<file path="src/core/ocm_regs.svh">
// Constants for the offset cancel, monitor and output scaling stage
// Function
// Offset estimate is a first-order recursive low-pass with gain and two taps.
// Three coefficient sets: 10 Hz, 1.0 Hz and 0.1 Hz cutoffs.
// After reset: 10 Hz for 80 ms, 1.0 Hz for 70 ms, no rate limit.
// After startup the select field in the config register picks the filter.
// Rate limiting moves the correction a fixed step per fixed interval.
// Self-test freezes the correction output, also during startup.
// Startup timers keep running while self-test is active.
// Software waits for offset_init_done before enabling self-test.
// Offset monitor starts 2.1 s after reset, whatever the select field.
// Each sample the filtered offset is compared with upper and lower limits.
// Monitor counter counts up outside limits, down inside them.
// Counter above the count limit sets offset error in both status registers.
// Monitor counter saturates at its maximum instead of wrapping.
// Samples are linearly interpolated sixteen to one, jitter under 1 us.
// Results are delayed one sample; a periodic command reads the interpolation. Result registers here load the current sample, undelayed.
// The 26-bit result is clipped and scaled to 10, 14 and 16 bits.
// 10/14-bit words feed periodic transfers; 16-bit word fills result registers.
// All widths share one LSB weight; wider words only add range.
// Zero encodes mid-scale; the all-zero unsigned code is kept for faults.
// Values beyond 511 LSB are overrange data for test use.
// With cancellation on, the correction is subtracted before scaling.
`ifndef OCM_REGS_SVH
`define OCM_REGS_SVH

// Register byte offsets
`define OCM_ADDR_CONFIG     8'h00
`define OCM_ADDR_DEVICE_STATUS_REG    8'h04
`define OCM_ADDR_ACCSTAT    8'h08
`define OCM_ADDR_RES_HIGH   8'h0c
`define OCM_ADDR_RES_LOW    8'h10
`define OCM_ADDR_MON_LIMIT  8'h14

// Config register fields and reset values
`define OCM_CFG_SEL_LSB     0
`define OCM_CFG_SEL_MSB     2
`define OCM_CFG_CANCEL_BIT  3
`define OCM_CFG_SELFTEST_BIT 4
`define OCM_CFG_RESET       5'h08
`define OCM_SEL_RATE_BIT    2
`define OCM_STAT_INIT_BIT   0
`define OCM_STAT_ERR_BIT    1
`define OCM_ACC_ERR_BIT     0

// Filter gains, Q24 (gain * 2^24)
`define OCM_FRAC            24
`define OCM_K_10HZ          21'h0415c1
`define OCM_K_1HZ           21'h006954
`define OCM_K_01HZ          21'h000a8a

// Timing, in printed units and clock rate
`define OCM_CLK_KHZ         20000
`define OCM_CLK_MHZ         20
`define OCM_PHASE1_MS       80
`define OCM_PHASE2_MS       70
`define OCM_MON_START_MS    2100
`define OCM_RATE_US         1000
`define OCM_INTERP_US       1
`define OCM_INTERP_LAST     4'hf
`define OCM_INTERP_SHIFT    4

// Rate limit step and monitor limits
`define OCM_RATE_STEP_LSB   27'h0000001
`define OCM_OFF_LIMIT       27'h0010000
`define OCM_MON_LIMIT_RESET 8'h40
`define OCM_MON_COUNT_MAX   8'hff

// Output scaling
`define OCM_SCALE_SHIFT     10
`define OCM_MAX16           16'h7fff
`define OCM_MAX14           16'h1fff
`define OCM_MAX10           16'h01ff

`endif

</file>
<file path="src/core/ocm_pkg.sv">
// Types shared by the offset cancel and output scaling stage
package ocm_pkg;

  // Startup sequence of the offset filter
  typedef enum logic [1:0] {
    OCM_PH_FAST,
    OCM_PH_MID,
    OCM_PH_DONE
  } ocm_phase_e;

  // Software configuration
  typedef struct packed {
    logic       selftest;
    logic       cancel_en;
    logic [2:0] filt_sel;
  } ocm_cfg_s;

  // Periodic transfer words
  typedef struct packed {
    logic        valid;
    logic [13:0] word14;
    logic [9:0]  word10;
  } ocm_pdcm_s;

endpackage

</file>
<file path="src/core/ocm_top.sv">
// Offset cancellation, offset monitor, interpolation and output scaling
//
// The AXI4-Lite register port and the register addresses were chosen for this implementation.
`include "ocm_regs.svh"
module ocm_top #(
  parameter int PHASE1_CYC    = `OCM_PHASE1_MS * `OCM_CLK_KHZ,
  parameter int PHASE2_CYC    = `OCM_PHASE2_MS * `OCM_CLK_KHZ,
  parameter int MON_START_CYC = `OCM_MON_START_MS * `OCM_CLK_KHZ,
  parameter int RATE_CYC      = `OCM_RATE_US * `OCM_CLK_MHZ
) (
  input  wire logic               clk,
  input  wire logic               reset_n,
  // Sample stream from the filter chain
  input  wire logic               sample_valid,
  input  wire logic signed [25:0] sample_in,
  input  wire logic               pdcm_cmd,
  output ocm_pkg::ocm_pdcm_s      pdcm_q,
  output logic                    offset_err_q,
  output logic                    offset_init_done_q,
  // AXI4-Lite slave
  input  wire logic [7:0]         s_axi_awaddr,
  input  wire logic               s_axi_awvalid,
  output logic                    s_axi_awready,
  input  wire logic [31:0]        s_axi_wdata,
  input  wire logic [3:0]         s_axi_wstrb,
  input  wire logic               s_axi_wvalid,
  output logic                    s_axi_wready,
  output logic [1:0]              s_axi_bresp,
  output logic                    s_axi_bvalid,
  input  wire logic               s_axi_bready,
  input  wire logic [7:0]         s_axi_araddr,
  input  wire logic               s_axi_arvalid,
  output logic                    s_axi_arready,
  output logic [31:0]             s_axi_rdata,
  output logic [1:0]              s_axi_rresp,
  output logic                    s_axi_rvalid,
  input  wire logic               s_axi_rready
);
  import ocm_pkg::*;

  // --------------------------------------------------------------
  // Declarations
  // --------------------------------------------------------------
  ocm_cfg_s           cfg_q;
  logic [7:0]         mon_limit_q;
  logic [7:0]         aw_addr_q;
  logic               aw_full_q;
  logic [31:0]        w_data_q;
  logic [3:0]         w_strb_q;
  logic               w_full_q;
  logic               do_write;
  logic               ar_take;
  logic [31:0]        rd_data;
  logic               rd_ok;
  logic               wr_ok;

  logic [25:0]        timer_q;
  ocm_phase_e         phase;
  logic               mon_en;
  logic [20:0]        coef;
  logic signed [25:0] x_prev_q;
  logic signed [50:0] acc_q;
  logic signed [26:0] avg;
  logic signed [26:0] filt_out;
  logic signed [27:0] fdiff;
  logic signed [48:0] fprod;
  logic signed [26:0] corr_q;
  logic signed [26:0] corr_d;
  logic               rate_on;
  logic [14:0]        rate_cnt_q;
  logic               rate_tick;
  logic signed [26:0] rate_step;
  logic [7:0]         mon_cnt_q;
  logic               outside;
  logic signed [26:0] corrected;
  logic signed [26:0] interp;
  logic signed [15:0] res16;
  logic [15:0]        res16_q;
  logic signed [15:0] pd14;
  logic signed [15:0] pd10;

  // --------------------------------------------------------------
  // Clipping to a symmetric range, keeping the fault code unused
  // --------------------------------------------------------------
  function automatic logic signed [15:0] clip(
    input logic signed [26:0] v,
    input logic        [15:0] lim
  );
    logic signed [26:0] s;
    logic signed [26:0] l;
    s = v >>> `OCM_SCALE_SHIFT;
    l = 27'(lim);
    if (s > l) begin
      clip = $signed(lim);
    end else if (s < -l) begin
      clip = -$signed(lim);
    end else begin
      clip = 16'(s);
    end
  endfunction

  // --------------------------------------------------------------
  // Register bus
  // --------------------------------------------------------------

  // Write decode, taken once both address and data are held
  assign do_write = aw_full_q && w_full_q && !s_axi_bvalid;
  assign wr_ok    = (aw_addr_q == `OCM_ADDR_CONFIG) ||
                    (aw_addr_q == `OCM_ADDR_MON_LIMIT) ||
                    (aw_addr_q == `OCM_ADDR_DEVICE_STATUS_REG) ||
                    (aw_addr_q == `OCM_ADDR_ACCSTAT) ||
                    (aw_addr_q == `OCM_ADDR_RES_HIGH) ||
                    (aw_addr_q == `OCM_ADDR_RES_LOW);
  assign ar_take  = s_axi_arvalid && s_axi_arready;

  // Read selection
  always_comb begin
    rd_data = 32'h0;
    rd_ok   = 1'b1;
    case (s_axi_araddr)
      `OCM_ADDR_CONFIG:    rd_data = {27'h0, cfg_q};
      `OCM_ADDR_DEVICE_STATUS_REG: begin
        rd_data[`OCM_STAT_INIT_BIT] = offset_init_done_q;
        rd_data[`OCM_STAT_ERR_BIT]  = offset_err_q;
      end
      `OCM_ADDR_ACCSTAT:   rd_data[`OCM_ACC_ERR_BIT] = offset_err_q;
      `OCM_ADDR_RES_HIGH:  rd_data = {24'h0, res16_q[15:8]};
      `OCM_ADDR_RES_LOW:   rd_data = {24'h0, res16_q[7:0]};
      `OCM_ADDR_MON_LIMIT: rd_data = {24'h0, mon_limit_q};
      default:             rd_ok   = 1'b0;
    endcase
  end

  // Address and data holding, either order
  always_ff @(posedge clk or negedge reset_n) begin
    if (!reset_n) begin
      aw_full_q <= 1'b0;
      w_full_q  <= 1'b0;
      aw_addr_q <= 8'h0;
      w_data_q  <= 32'h0;
      w_strb_q  <= 4'h0;
    end else begin
      if (s_axi_awvalid && s_axi_awready) begin
        aw_full_q <= 1'b1;
        aw_addr_q <= s_axi_awaddr;
      end else if (do_write) begin
        aw_full_q <= 1'b0;
      end
      if (s_axi_wvalid && s_axi_wready) begin
        w_full_q <= 1'b1;
        w_data_q <= s_axi_wdata;
        w_strb_q <= s_axi_wstrb;
      end else if (do_write) begin
        w_full_q <= 1'b0;
      end
    end
  end

  // Handshake outputs
  always_ff @(posedge clk or negedge reset_n) begin
    if (!reset_n) begin
      s_axi_awready <= 1'b0;
      s_axi_wready  <= 1'b0;
      s_axi_bvalid  <= 1'b0;
      s_axi_bresp   <= 2'h0;
      s_axi_arready <= 1'b0;
      s_axi_rvalid  <= 1'b0;
      s_axi_rresp   <= 2'h0;
      s_axi_rdata   <= 32'h0;
    end else begin
      s_axi_awready <= !aw_full_q && !(s_axi_awvalid && s_axi_awready);
      s_axi_wready  <= !w_full_q && !(s_axi_wvalid && s_axi_wready);
      if (do_write) begin
        s_axi_bvalid <= 1'b1;
        s_axi_bresp  <= wr_ok ? 2'h0 : 2'h2;
      end else if (s_axi_bready) begin
        s_axi_bvalid <= 1'b0;
      end
      s_axi_arready <= !s_axi_rvalid && !ar_take && !s_axi_arready;
      if (ar_take) begin
        s_axi_rvalid <= 1'b1;
        s_axi_rdata  <= rd_data;
        s_axi_rresp  <= rd_ok ? 2'h0 : 2'h2;
      end else if (s_axi_rready) begin
        s_axi_rvalid <= 1'b0;
      end
    end
  end

  // Writable registers, low byte lane only
  always_ff @(posedge clk or negedge reset_n) begin
    if (!reset_n) begin
      cfg_q       <= ocm_cfg_s'(`OCM_CFG_RESET);
      mon_limit_q <= `OCM_MON_LIMIT_RESET;
    end else if (do_write && w_strb_q[0]) begin
      if (aw_addr_q == `OCM_ADDR_CONFIG) begin
        cfg_q <= ocm_cfg_s'(w_data_q[4:0]);
      end
      if (aw_addr_q == `OCM_ADDR_MON_LIMIT) begin
        mon_limit_q <= w_data_q[7:0];
      end
    end
  end

  // --------------------------------------------------------------
  // Startup sequencing
  // --------------------------------------------------------------

  // Timer since reset, never held by self-test
  always_ff @(posedge clk or negedge reset_n) begin
    if (!reset_n) begin
      timer_q <= 26'h0;
    end else if (timer_q != 26'(MON_START_CYC)) begin
      timer_q <= timer_q + 26'h1;
    end
  end

  // Phase decode from the free timer
  assign phase  = (timer_q < 26'(PHASE1_CYC)) ? OCM_PH_FAST :
                  (timer_q < 26'(PHASE1_CYC + PHASE2_CYC)) ? OCM_PH_MID :
                  OCM_PH_DONE;
  assign mon_en = (timer_q == 26'(MON_START_CYC));

  // --------------------------------------------------------------
  // Offset low-pass filter
  // --------------------------------------------------------------

  // Coefficient choice per phase and select field
  always_comb begin
    coef = `OCM_K_01HZ;
    case (phase)
      OCM_PH_FAST: coef = `OCM_K_10HZ;
      OCM_PH_MID:  coef = `OCM_K_1HZ;
      OCM_PH_DONE: begin
        case (cfg_q.filt_sel[1:0])
          2'h0:    coef = `OCM_K_10HZ;
          2'h1:    coef = `OCM_K_1HZ;
          default: coef = `OCM_K_01HZ;
        endcase
      end
      default:     coef = `OCM_K_01HZ;
    endcase
  end

  // y += gain * ((x + x_prev)/2 - y), half-taps on both samples
  assign avg      = (27'(sample_in) + 27'(x_prev_q)) >>> 1;
  assign filt_out = acc_q[50:`OCM_FRAC];
  assign fdiff    = 28'(avg) - 28'(filt_out);
  assign fprod    = 49'(fdiff) * $signed({28'h0, coef});

  always_ff @(posedge clk or negedge reset_n) begin
    if (!reset_n) begin
      acc_q    <= 51'h0;
      x_prev_q <= 26'h0;
    end else if (sample_valid) begin
      acc_q    <= acc_q + 51'(fprod);
      x_prev_q <= sample_in;
    end
  end

  // --------------------------------------------------------------
  // Correction output with rate limiting and self-test freeze
  // --------------------------------------------------------------
  assign rate_on   = (phase == OCM_PH_DONE) &&
                     cfg_q.filt_sel[`OCM_SEL_RATE_BIT];
  assign rate_tick = (rate_cnt_q == 15'(RATE_CYC - 1));
  assign rate_step = `OCM_RATE_STEP_LSB <<< `OCM_SCALE_SHIFT;

  // Step toward the filter when limited, else track it
  always_comb begin
    corr_d = corr_q;
    if (!rate_on) begin
      corr_d = filt_out;
    end else if (rate_tick) begin
      if (filt_out > corr_q + rate_step) begin
        corr_d = corr_q + rate_step;
      end else if (filt_out < corr_q - rate_step) begin
        corr_d = corr_q - rate_step;
      end else begin
        corr_d = filt_out;
      end
    end
  end

  // Update interval counter
  always_ff @(posedge clk or negedge reset_n) begin
    if (!reset_n) begin
      rate_cnt_q <= 15'h0;
    end else if (rate_tick) begin
      rate_cnt_q <= 15'h0;
    end else begin
      rate_cnt_q <= rate_cnt_q + 15'h1;
    end
  end

  always_ff @(posedge clk or negedge reset_n) begin
    if (!reset_n) begin
      corr_q <= 27'h0;
    end else if (!cfg_q.selftest && (sample_valid || rate_on)) begin
      corr_q <= corr_d;
    end
  end

  // --------------------------------------------------------------
  // Offset monitor
  // --------------------------------------------------------------
  // Signed limits, so a small negative offset is not read as huge
  assign outside = (filt_out > $signed(`OCM_OFF_LIMIT)) ||
                   (filt_out < -$signed(`OCM_OFF_LIMIT));

  always_ff @(posedge clk or negedge reset_n) begin
    if (!reset_n) begin
      mon_cnt_q <= 8'h0;
    end else if (mon_en && sample_valid) begin
      if (outside && mon_cnt_q != `OCM_MON_COUNT_MAX) begin
        mon_cnt_q <= mon_cnt_q + 8'h1;
      end else if (!outside && mon_cnt_q != 8'h0) begin
        mon_cnt_q <= mon_cnt_q - 8'h1;
      end
    end
  end

  // Status flags
  always_ff @(posedge clk or negedge reset_n) begin
    if (!reset_n) begin
      offset_err_q       <= 1'b0;
      offset_init_done_q <= 1'b0;
    end else begin
      offset_err_q       <= (mon_cnt_q > mon_limit_q);
      offset_init_done_q <= (phase == OCM_PH_DONE);
    end
  end

  // --------------------------------------------------------------
  // Cancellation, interpolation and output scaling
  // --------------------------------------------------------------
  assign corrected = cfg_q.cancel_en ?
                     27'(sample_in) - corr_q : 27'(sample_in);

  ocm_interp u_interp (
    .clk          (clk),
    .reset_n      (reset_n),
    .sample_valid (sample_valid),
    .sample       (corrected),
    .interp_q     (interp)
  );

  // Same LSB for all widths; clipped away from the fault code
  assign res16 = clip(corrected, `OCM_MAX16);
  assign pd14  = clip(interp, `OCM_MAX14);
  assign pd10  = clip(interp, `OCM_MAX10);

  // Result registers: loaded with the current sample, offset to mid-scale
  always_ff @(posedge clk or negedge reset_n) begin
    if (!reset_n) begin
      res16_q <= `OCM_MAX16 + 16'h1;
    end else if (sample_valid) begin
      res16_q <= {~res16[15], res16[14:0]};
    end
  end

  // Periodic words latched at the command
  always_ff @(posedge clk or negedge reset_n) begin
    if (!reset_n) begin
      pdcm_q <= '0;
    end else begin
      pdcm_q.valid <= pdcm_cmd;
      if (pdcm_cmd) begin
        pdcm_q.word14 <= {~pd14[13], pd14[12:0]};
        pdcm_q.word10 <= {~pd10[9], pd10[8:0]};
      end
    end
  end

endmodule

</file>
<file path="src/core/ocm_interp.sv">
// Sixteen to one linear interpolator over one-sample-delayed results
`include "ocm_regs.svh"
module ocm_interp (
  input  wire logic               clk,
  input  wire logic               reset_n,
  input  wire logic               sample_valid,
  input  wire logic signed [26:0] sample,
  output logic signed [26:0]      interp_q
);
  import ocm_pkg::*;

  localparam int STEP_CYC = `OCM_INTERP_US * `OCM_CLK_MHZ;

  logic signed [26:0] prev_q;
  logic signed [26:0] cur_q;
  logic [4:0]         tick_q;
  logic [3:0]         phase_q;
  logic signed [27:0] diff;
  logic signed [33:0] scaled;
  logic signed [26:0] interp_d;
  logic               step;

  // Interpolation between previous and current sample
  assign diff     = 28'(cur_q) - 28'(prev_q);
  assign scaled   = 34'(diff) * $signed({30'h0, phase_q});
  assign interp_d = 27'(prev_q + 27'(scaled >>> `OCM_INTERP_SHIFT));
  assign step     = (tick_q == 5'(STEP_CYC - 1));

  // Sample history, one sample of delay
  always_ff @(posedge clk or negedge reset_n) begin
    if (!reset_n) begin
      prev_q <= 27'h0;
      cur_q  <= 27'h0;
    end else if (sample_valid) begin
      prev_q <= cur_q;
      cur_q  <= sample;
    end
  end

  // Phase steps once per microsecond, restarted by each sample
  always_ff @(posedge clk or negedge reset_n) begin
    if (!reset_n) begin
      tick_q  <= 5'h0;
      phase_q <= 4'h0;
    end else if (sample_valid) begin
      tick_q  <= 5'h0;
      phase_q <= 4'h0;
    end else if (step) begin
      tick_q  <= 5'h0;
      if (phase_q != `OCM_INTERP_LAST) begin
        phase_q <= phase_q + 4'h1;
      end
    end else begin
      tick_q <= tick_q + 5'h1;
    end
  end

  // Registered interpolated value
  always_ff @(posedge clk or negedge reset_n) begin
    if (!reset_n) begin
      interp_q <= 27'h0;
    end else begin
      interp_q <= interp_d;
    end
  end

endmodule

</file>
<file path="config.mk">
export PLATFORM = sky130hd
export DESIGN_NAME = ocm_top
export DESIGN_NICKNAME = d
export VERILOG_FILES = /design/src/core/ocm_pkg.sv /design/src/core/ocm_top.sv /design/src/core/ocm_interp.sv
export VERILOG_INCLUDE_DIRS = /design/src /design/src/core
export SDC_FILE = /design/constraint.sdc
export NUM_CORES = 2
export LEC_CHECK = 0
export ABC_AREA = 1
export BUFFER_PORTS_ARGS = -buffer_cell sky130_fd_sc_hd__buf_2
export CAP_MARGIN = 20
export CORE_ASPECT_RATIO = 0.5
export CORE_MARGIN = 10
export CORE_UTILIZATION = 70
export DETAILED_ROUTE_END_ITERATION = 16
export PLACE_DENSITY_LB_ADDON = 0.3
export SLEW_MARGIN = 20
export SYNTH_ARGS = -nofsm -noshare
export SYNTH_HDL_FRONTEND = slang
export SYNTH_SLANG_ARGS = --single-unit
</file>
<file path="constraint.sdc">
create_clock -name clk -period 24.5 [get_ports clk]
set_input_delay 2.45 -clock clk [delete_from_list [all_inputs] [get_ports clk]]
set_output_delay 2.45 -clock clk [all_outputs]
set_load 0.01 [all_outputs]
</file>
# Yosys cells after proc, flatten, opt, wreduce, memory -nomap -nowiden
# Index checks and enable logic that the tools add are counted.
classes:
  n_lt_le_gt_ge: 13
  n_eq_ne: 20
  addsub: 14
  n_reduce_logical: 50
  mux: 36
  n_bitwise: 3
  n_mul: 2
op_table:
  columns: ["op", "count"]
  rows:
  - ["$mux W27", 5]
  - ["$pmux W19 S3", 1]
  - ["$add A51 B48 Y51", 1]
  - ["$mul A28 B20 Y48", 1]
  - ["$pmux W19 S2", 1]
  - ["$eq A8 B4 Y1 const B", 4]
  - ["$eq A8 B5 Y1 const B", 4]
  - ["$mux W16", 2]
  - ["$mul A28 B5 Y31", 1]
  - ["$mux W14", 2]
  - ["$sub A26 B27 Y28", 1]
  - ["$sub A27 B27 Y28", 1]
  - ["$add A26 B26 Y27", 1]
  - ["$add A27 B12 Y27 const B", 1]
  - ["$add A27 B27 Y27", 1]
  - ["$gt A27 B18 Y1 const B", 1]
  - ["$gt A27 B27 Y1", 1]
  - ["$lt A27 B17 Y1 const B", 1]
  - ["$lt A27 B27 Y1", 1]
  - ["$sub A26 B27 Y27", 1]
  - ["$sub A27 B12 Y27 const B", 1]
  - ["$add A26 B1 Y26 const B", 1]
  - ["$eq A26 B26 Y1 const B", 1]
  - ["$lt A26 B21 Y1 const B", 1]
  - ["other kinds (42)", 102]
totals:
  in_bits: 87
  wordCells: 172
  register_bits: 359

# Longest topological paths before layout
depth:
  word_depth: 8
  ltp_mapped: 52
  mapped_depth_nobuf: 52

# By module
# Synthesis repeated with hierarchy kept, for this count alone.
hier_totals:
  hier_cells: 5822
  area_unflattened_um2: 45331.0
modules_own_cells:
  columns: ["mod", "cells_each", "instances", "area_each_um2"]
  rows:
  - ["ocm_top", 4509, 1, 35587.9]
  - ["ocm_interp", 1313, 1, 9743.1]

# Least setup slack after synthesis
# OpenSTA, ideal clock, no wires.
synth_timing:
  path_type: "input port to flip-flop"
  start: "in sample_in[2]"
  end: "reg acc_q[50]"
  path_stages: 45
  slack_ns: 12.947
  t_arrival_ns: 11.436
  setup_time_ns: 0.118
  path_cell_list: "ha_1 -> nand2_1 -> o21ai_1 -> a21oi_1 -> o21ai_1 -> a21oi_1 -> or2_1 -> nand2_1 -> nand3_1 -> nand2_1 -> xor2_1 -> ha_1 -> a21o_1 -> a31oi_1 -> o21ai_0 -> a21oi_1 -> nand2_1 -> nand2_1 -> (+9 left out) -> fa_1 -> inv_1 -> fa_1 -> inv_1 -> fa_1 -> inv_1 -> fa_1 -> inv_1 -> ha_1 -> inv_1 -> nor3_1 -> inv_1 -> nor3_1 -> nand3_1 -> nand3_1 -> nand3_1 -> nand3_1 -> nand2_1"
synth_via:
  elab_chain_cells: 4
synth_rtl:
  columns: ["item", "line_no", "rtl"]
  rows:
  - ["from (decl)", "ocm_top.sv:15", "input wire logic signed [25:0] sample_in,"]
  - ["$add A26 B26 Y27", "ocm_top.sv:246", "assign avg = (27'(sample_in) + 27'(x_prev_q)) >>> 1;"]
  - ["$sub A26 B27 Y28", "ocm_top.sv:248", "assign fdiff = 28'(avg) - 28'(filt_out);"]
  - ["$mul A28 B20 Y48", "ocm_top.sv:249", "assign fprod = 49'(fdiff) * $signed({28'h0, coef});"]
  - ["$add A51 B48 Y51", "ocm_top.sv:256", "acc_q <= acc_q + 51'(fprod);"]
  - ["to (signal assigned)", "ocm_top.sv:256", null]
  - ["to (decl)", "ocm_top.sv:62", "logic signed [50:0] acc_q;"]
# No other way between the ends.
# A chain may end at the register's enable or synchronous reset.

# Worst setup path after layout
layout_timing:
  start: "in sample_in[1]"
  end: "reg acc_q[43]"
# The elaborated chain is that of the path after synthesis.

==> impl_results.md <==
- Number of iterations in the first detailed-routing pass: 6
- CP endpoint kind: flop
- Detailed-placement wirelength estimate: 111,000 um
- Number of sinks driven by the clock tree: 323
- Flip-flop and latch count after synthesis: 323
- Final period demand of the worst path: 13,870 ps
- Final-report max-slew violation count: 0
- Synth top area share: 23.0%
- Yosys warning total: 0
- Transition time at the pin with the least slew margin: 1190 ps
- RSZ-0062 raised after global routing: false
- Area overhead of the layout relative to synthesis: 5.01%
- Vias in the first global route: 39.0k
- MaxCap Viol Count: 0
- Final setup TNS: 0 ps
- Synthesized instance count: 5,927
- Latest clock arrival within the worst-skew pair: 630 ps
- Path class of the lowest-slack min-delay path: flop to flop
- Starting Density: 71.2%
- Sequential share of the synthesized area: 17.9%
- Most common library cell in the layout ignoring fill and taps: inv_1
- Depth of the worst hold-timing path: 1
- Largest cells by area after synthesis: fa_1 23%, dfrtp_1 18%, ha_1 13%
- Post-synthesis area per instance: 7.62 um^2
- Tot GR Track Use: 35.6%
- Critical Path Fanout Max: 7
- Floorplan die width: 379 um
- Result of the run: finished clean
- Slowest stage delay, CP: 720 ps
- WP buf/inv: 7
- Initial antenna violation count: 1
- Chip height: 200 um
- Starting DRC count in detailed routing: 4,321
- Fin nets: 7,048
- Element type at the critical path start: primary input
- Total clock buffers created by CTS: 31
- Most prevalent standard cell on the critical path: nand2_1
- Remaining global-route overflow: 0
- Count of antenna-violating nets left after detailed routing: 0
- Async SR Flop Fraction: 100%
- TritonCTS clock tree: built
- Average routed wire per standard cell: 19.5 um
- Max-slew headroom: 20.2%
- Ratio of cells with drive above 1 in the final layout: 4.60%
- FF-to-FF path depth: 42
- Number of ports placed on the die boundary: 155
- Buffer count from post-CTS setup fixing: 0
- Wire length of the first global-routing pass: 211,000 um
- Clock tree root buffer cell: clkbuf_16
- Maximum clock rate: 72.1 MHz
- Residual DRC count: 0
- Logic depth of the worst path, buffers included: 45
- Top Family by Delay on Critical Path: adder cells
- Die area: 75,700 um^2
- Core area: 63,400 um^2
- Vias after detailed routing: 39.7k
- Top library cells by usage in the layout, fill and taps aside: 1,393 x inv_1, 1,130 x nand2_1, 518 x fa_1
- Worst clock skew: 27.9 ps
- Final setup vio count: 0
- Vias per std cell: 5.80
- Deepest clock path buffer count: 3
- Class of the most critical setup path: primary input to flop
- Ratio of final minimum period to clock period: 56.6%
- Wire length after detailed routing: 133,000 um
- FP Rows: 65
- Post-CTS Hold Buffers: 0
- Worst-path cell with the longest stage delay: xor2_1
- Yosys top cell by area: fa_1
- Leading register cell type out of synthesis: dfrtp_1
- Clock slew seen by the registers of the worst setup and hold paths: 70 ps
- Total number of H-tree levels: 1
- Number of endpoints with negative hold slack in the final report: 0
- Number of enable flip-flop cells after synthesis: 0
- Total of buffers placed on input and output ports: 101
- Worst path required time: 25,020 ps
- Worst endpoint data arrival time: 14,390 ps
- Area of the mapped netlist: 45,200 um^2
- # fillers: 4,901
- Maximum number of pins on one net before global-route repair: 156
- Global placer's final weighted congestion: 1.00
- Number of instances resized during post-cts repair: 0
- Count of unique library cells instantiated by Yosys: 63
==> stage by stage <==
step	cell area, um^2	worst slack (ps)	util [%]	hold WS (ps)	cells
global route	47400	9950	74.8	428	6842
global placement	46400	10690	73.1	409	6786
CTS	47400	11040	74.8	419	6842
detailed placement	46400	10460	73.1	409	6786
floorplan	45300	12950	-	399	5952
finish	47400	10630	74.8	415	6843
==> area by class of cell <==
class / instances / area [um^2] / share of cell area [%]
Inverter: 1399 / 5250 / 11.1
Sequential cell: 323 / 8090 / 17.0
Antenna cell: 1 / 2.50 / 0.00527
Multi-Input combinational cell: 4111 / 31300 / 66.1
Tap cell: 837 / 1050 / 2.21
Timing Repair Buffer: 116 / 643 / 1.36
Clock inverter: 20 / 240 / 0.506
Clock buffer: 36 / 835 / 1.76
==> state kept, by name, indices dropped and copies added (netlist names), 17 cells and up <==
register	flops
u_interp.prev_q	27
acc_q	51
u_interp.interp_q	17
timer_q	26
x_prev_q	26
corr_q	27
pdcm_q	25
u_interp.cur_q	27
==> path summary, 6_finish.rpt <==
path,startpoint,end,slack (ps)
max reg2reg,x_prev_q[2],acc_q[43],12270
max in group asynchronous,reset_n,acc_q[22],21110
min,w_full_q,s_axi_wready,420
min in group asynchronous,reset_n,u_interp.interp_q[10],1890
max,sample_in[1],acc_q[43],10630
min reg2reg,w_full_q,s_axi_wready,420
==> routing by layer <==
| layer | track usage [%] | share of wire, % | vias to the layer above | wire [um] |
|---|---|---|---|---|
| met2 | 53.6 | 43 | 1961 | 56900 |
| met1 | 49.7 | 42 | 19000 | 56200 |
| met3 | 10.9 | 12 | 302 | 16600 |
| met4 | 9.03 | 2.9 | 2 | 3860 |
| met5 | 0 | 0.0075 | - | 10 |
| li1 | - | - | 18400 | - |
==> worst register-to-register path, delay by kind of cell (launching register included) <==
family,cells,cell delay [ps]
AOI/OAI and AO/OA,10,2400
xor gates and xnor gates,2,880
adders and majority gates,11,4550
buffers and inverters,3,520
and+or+nand+nor,16,3370
DFF,1,400
==> cell usage after synthesis, drive strengths merged, types with 58 or more instances <==
master / instances
inv: 1396
nand2: 1144
fa: 519
nor2: 513
ha: 460
a21oi: 356
dfrtp: 320
o21ai: 294
nand3: 185
xor2: 144
nand4: 78
nor3: 63
buf: 61
clkbuf: 58
==> cell families after synthesis <==
logic type	Yosys count	share of synthesized area [%]
XOR/XNOR	201	3.90
adder cells (fa/ha/maj)	979	35.7
AO/OA/AOI/OAI	808	9.91
multiplexers	3	0.0720
other	1	0.00830
AND/OR/NAND/NOR	2094	19.5
buffers and inverters	1518	13.0
flip-flops	323	17.9
Power is not shown: default switching activity piles up to over one toggle a cycle in this logic, so the estimate is an artifact.
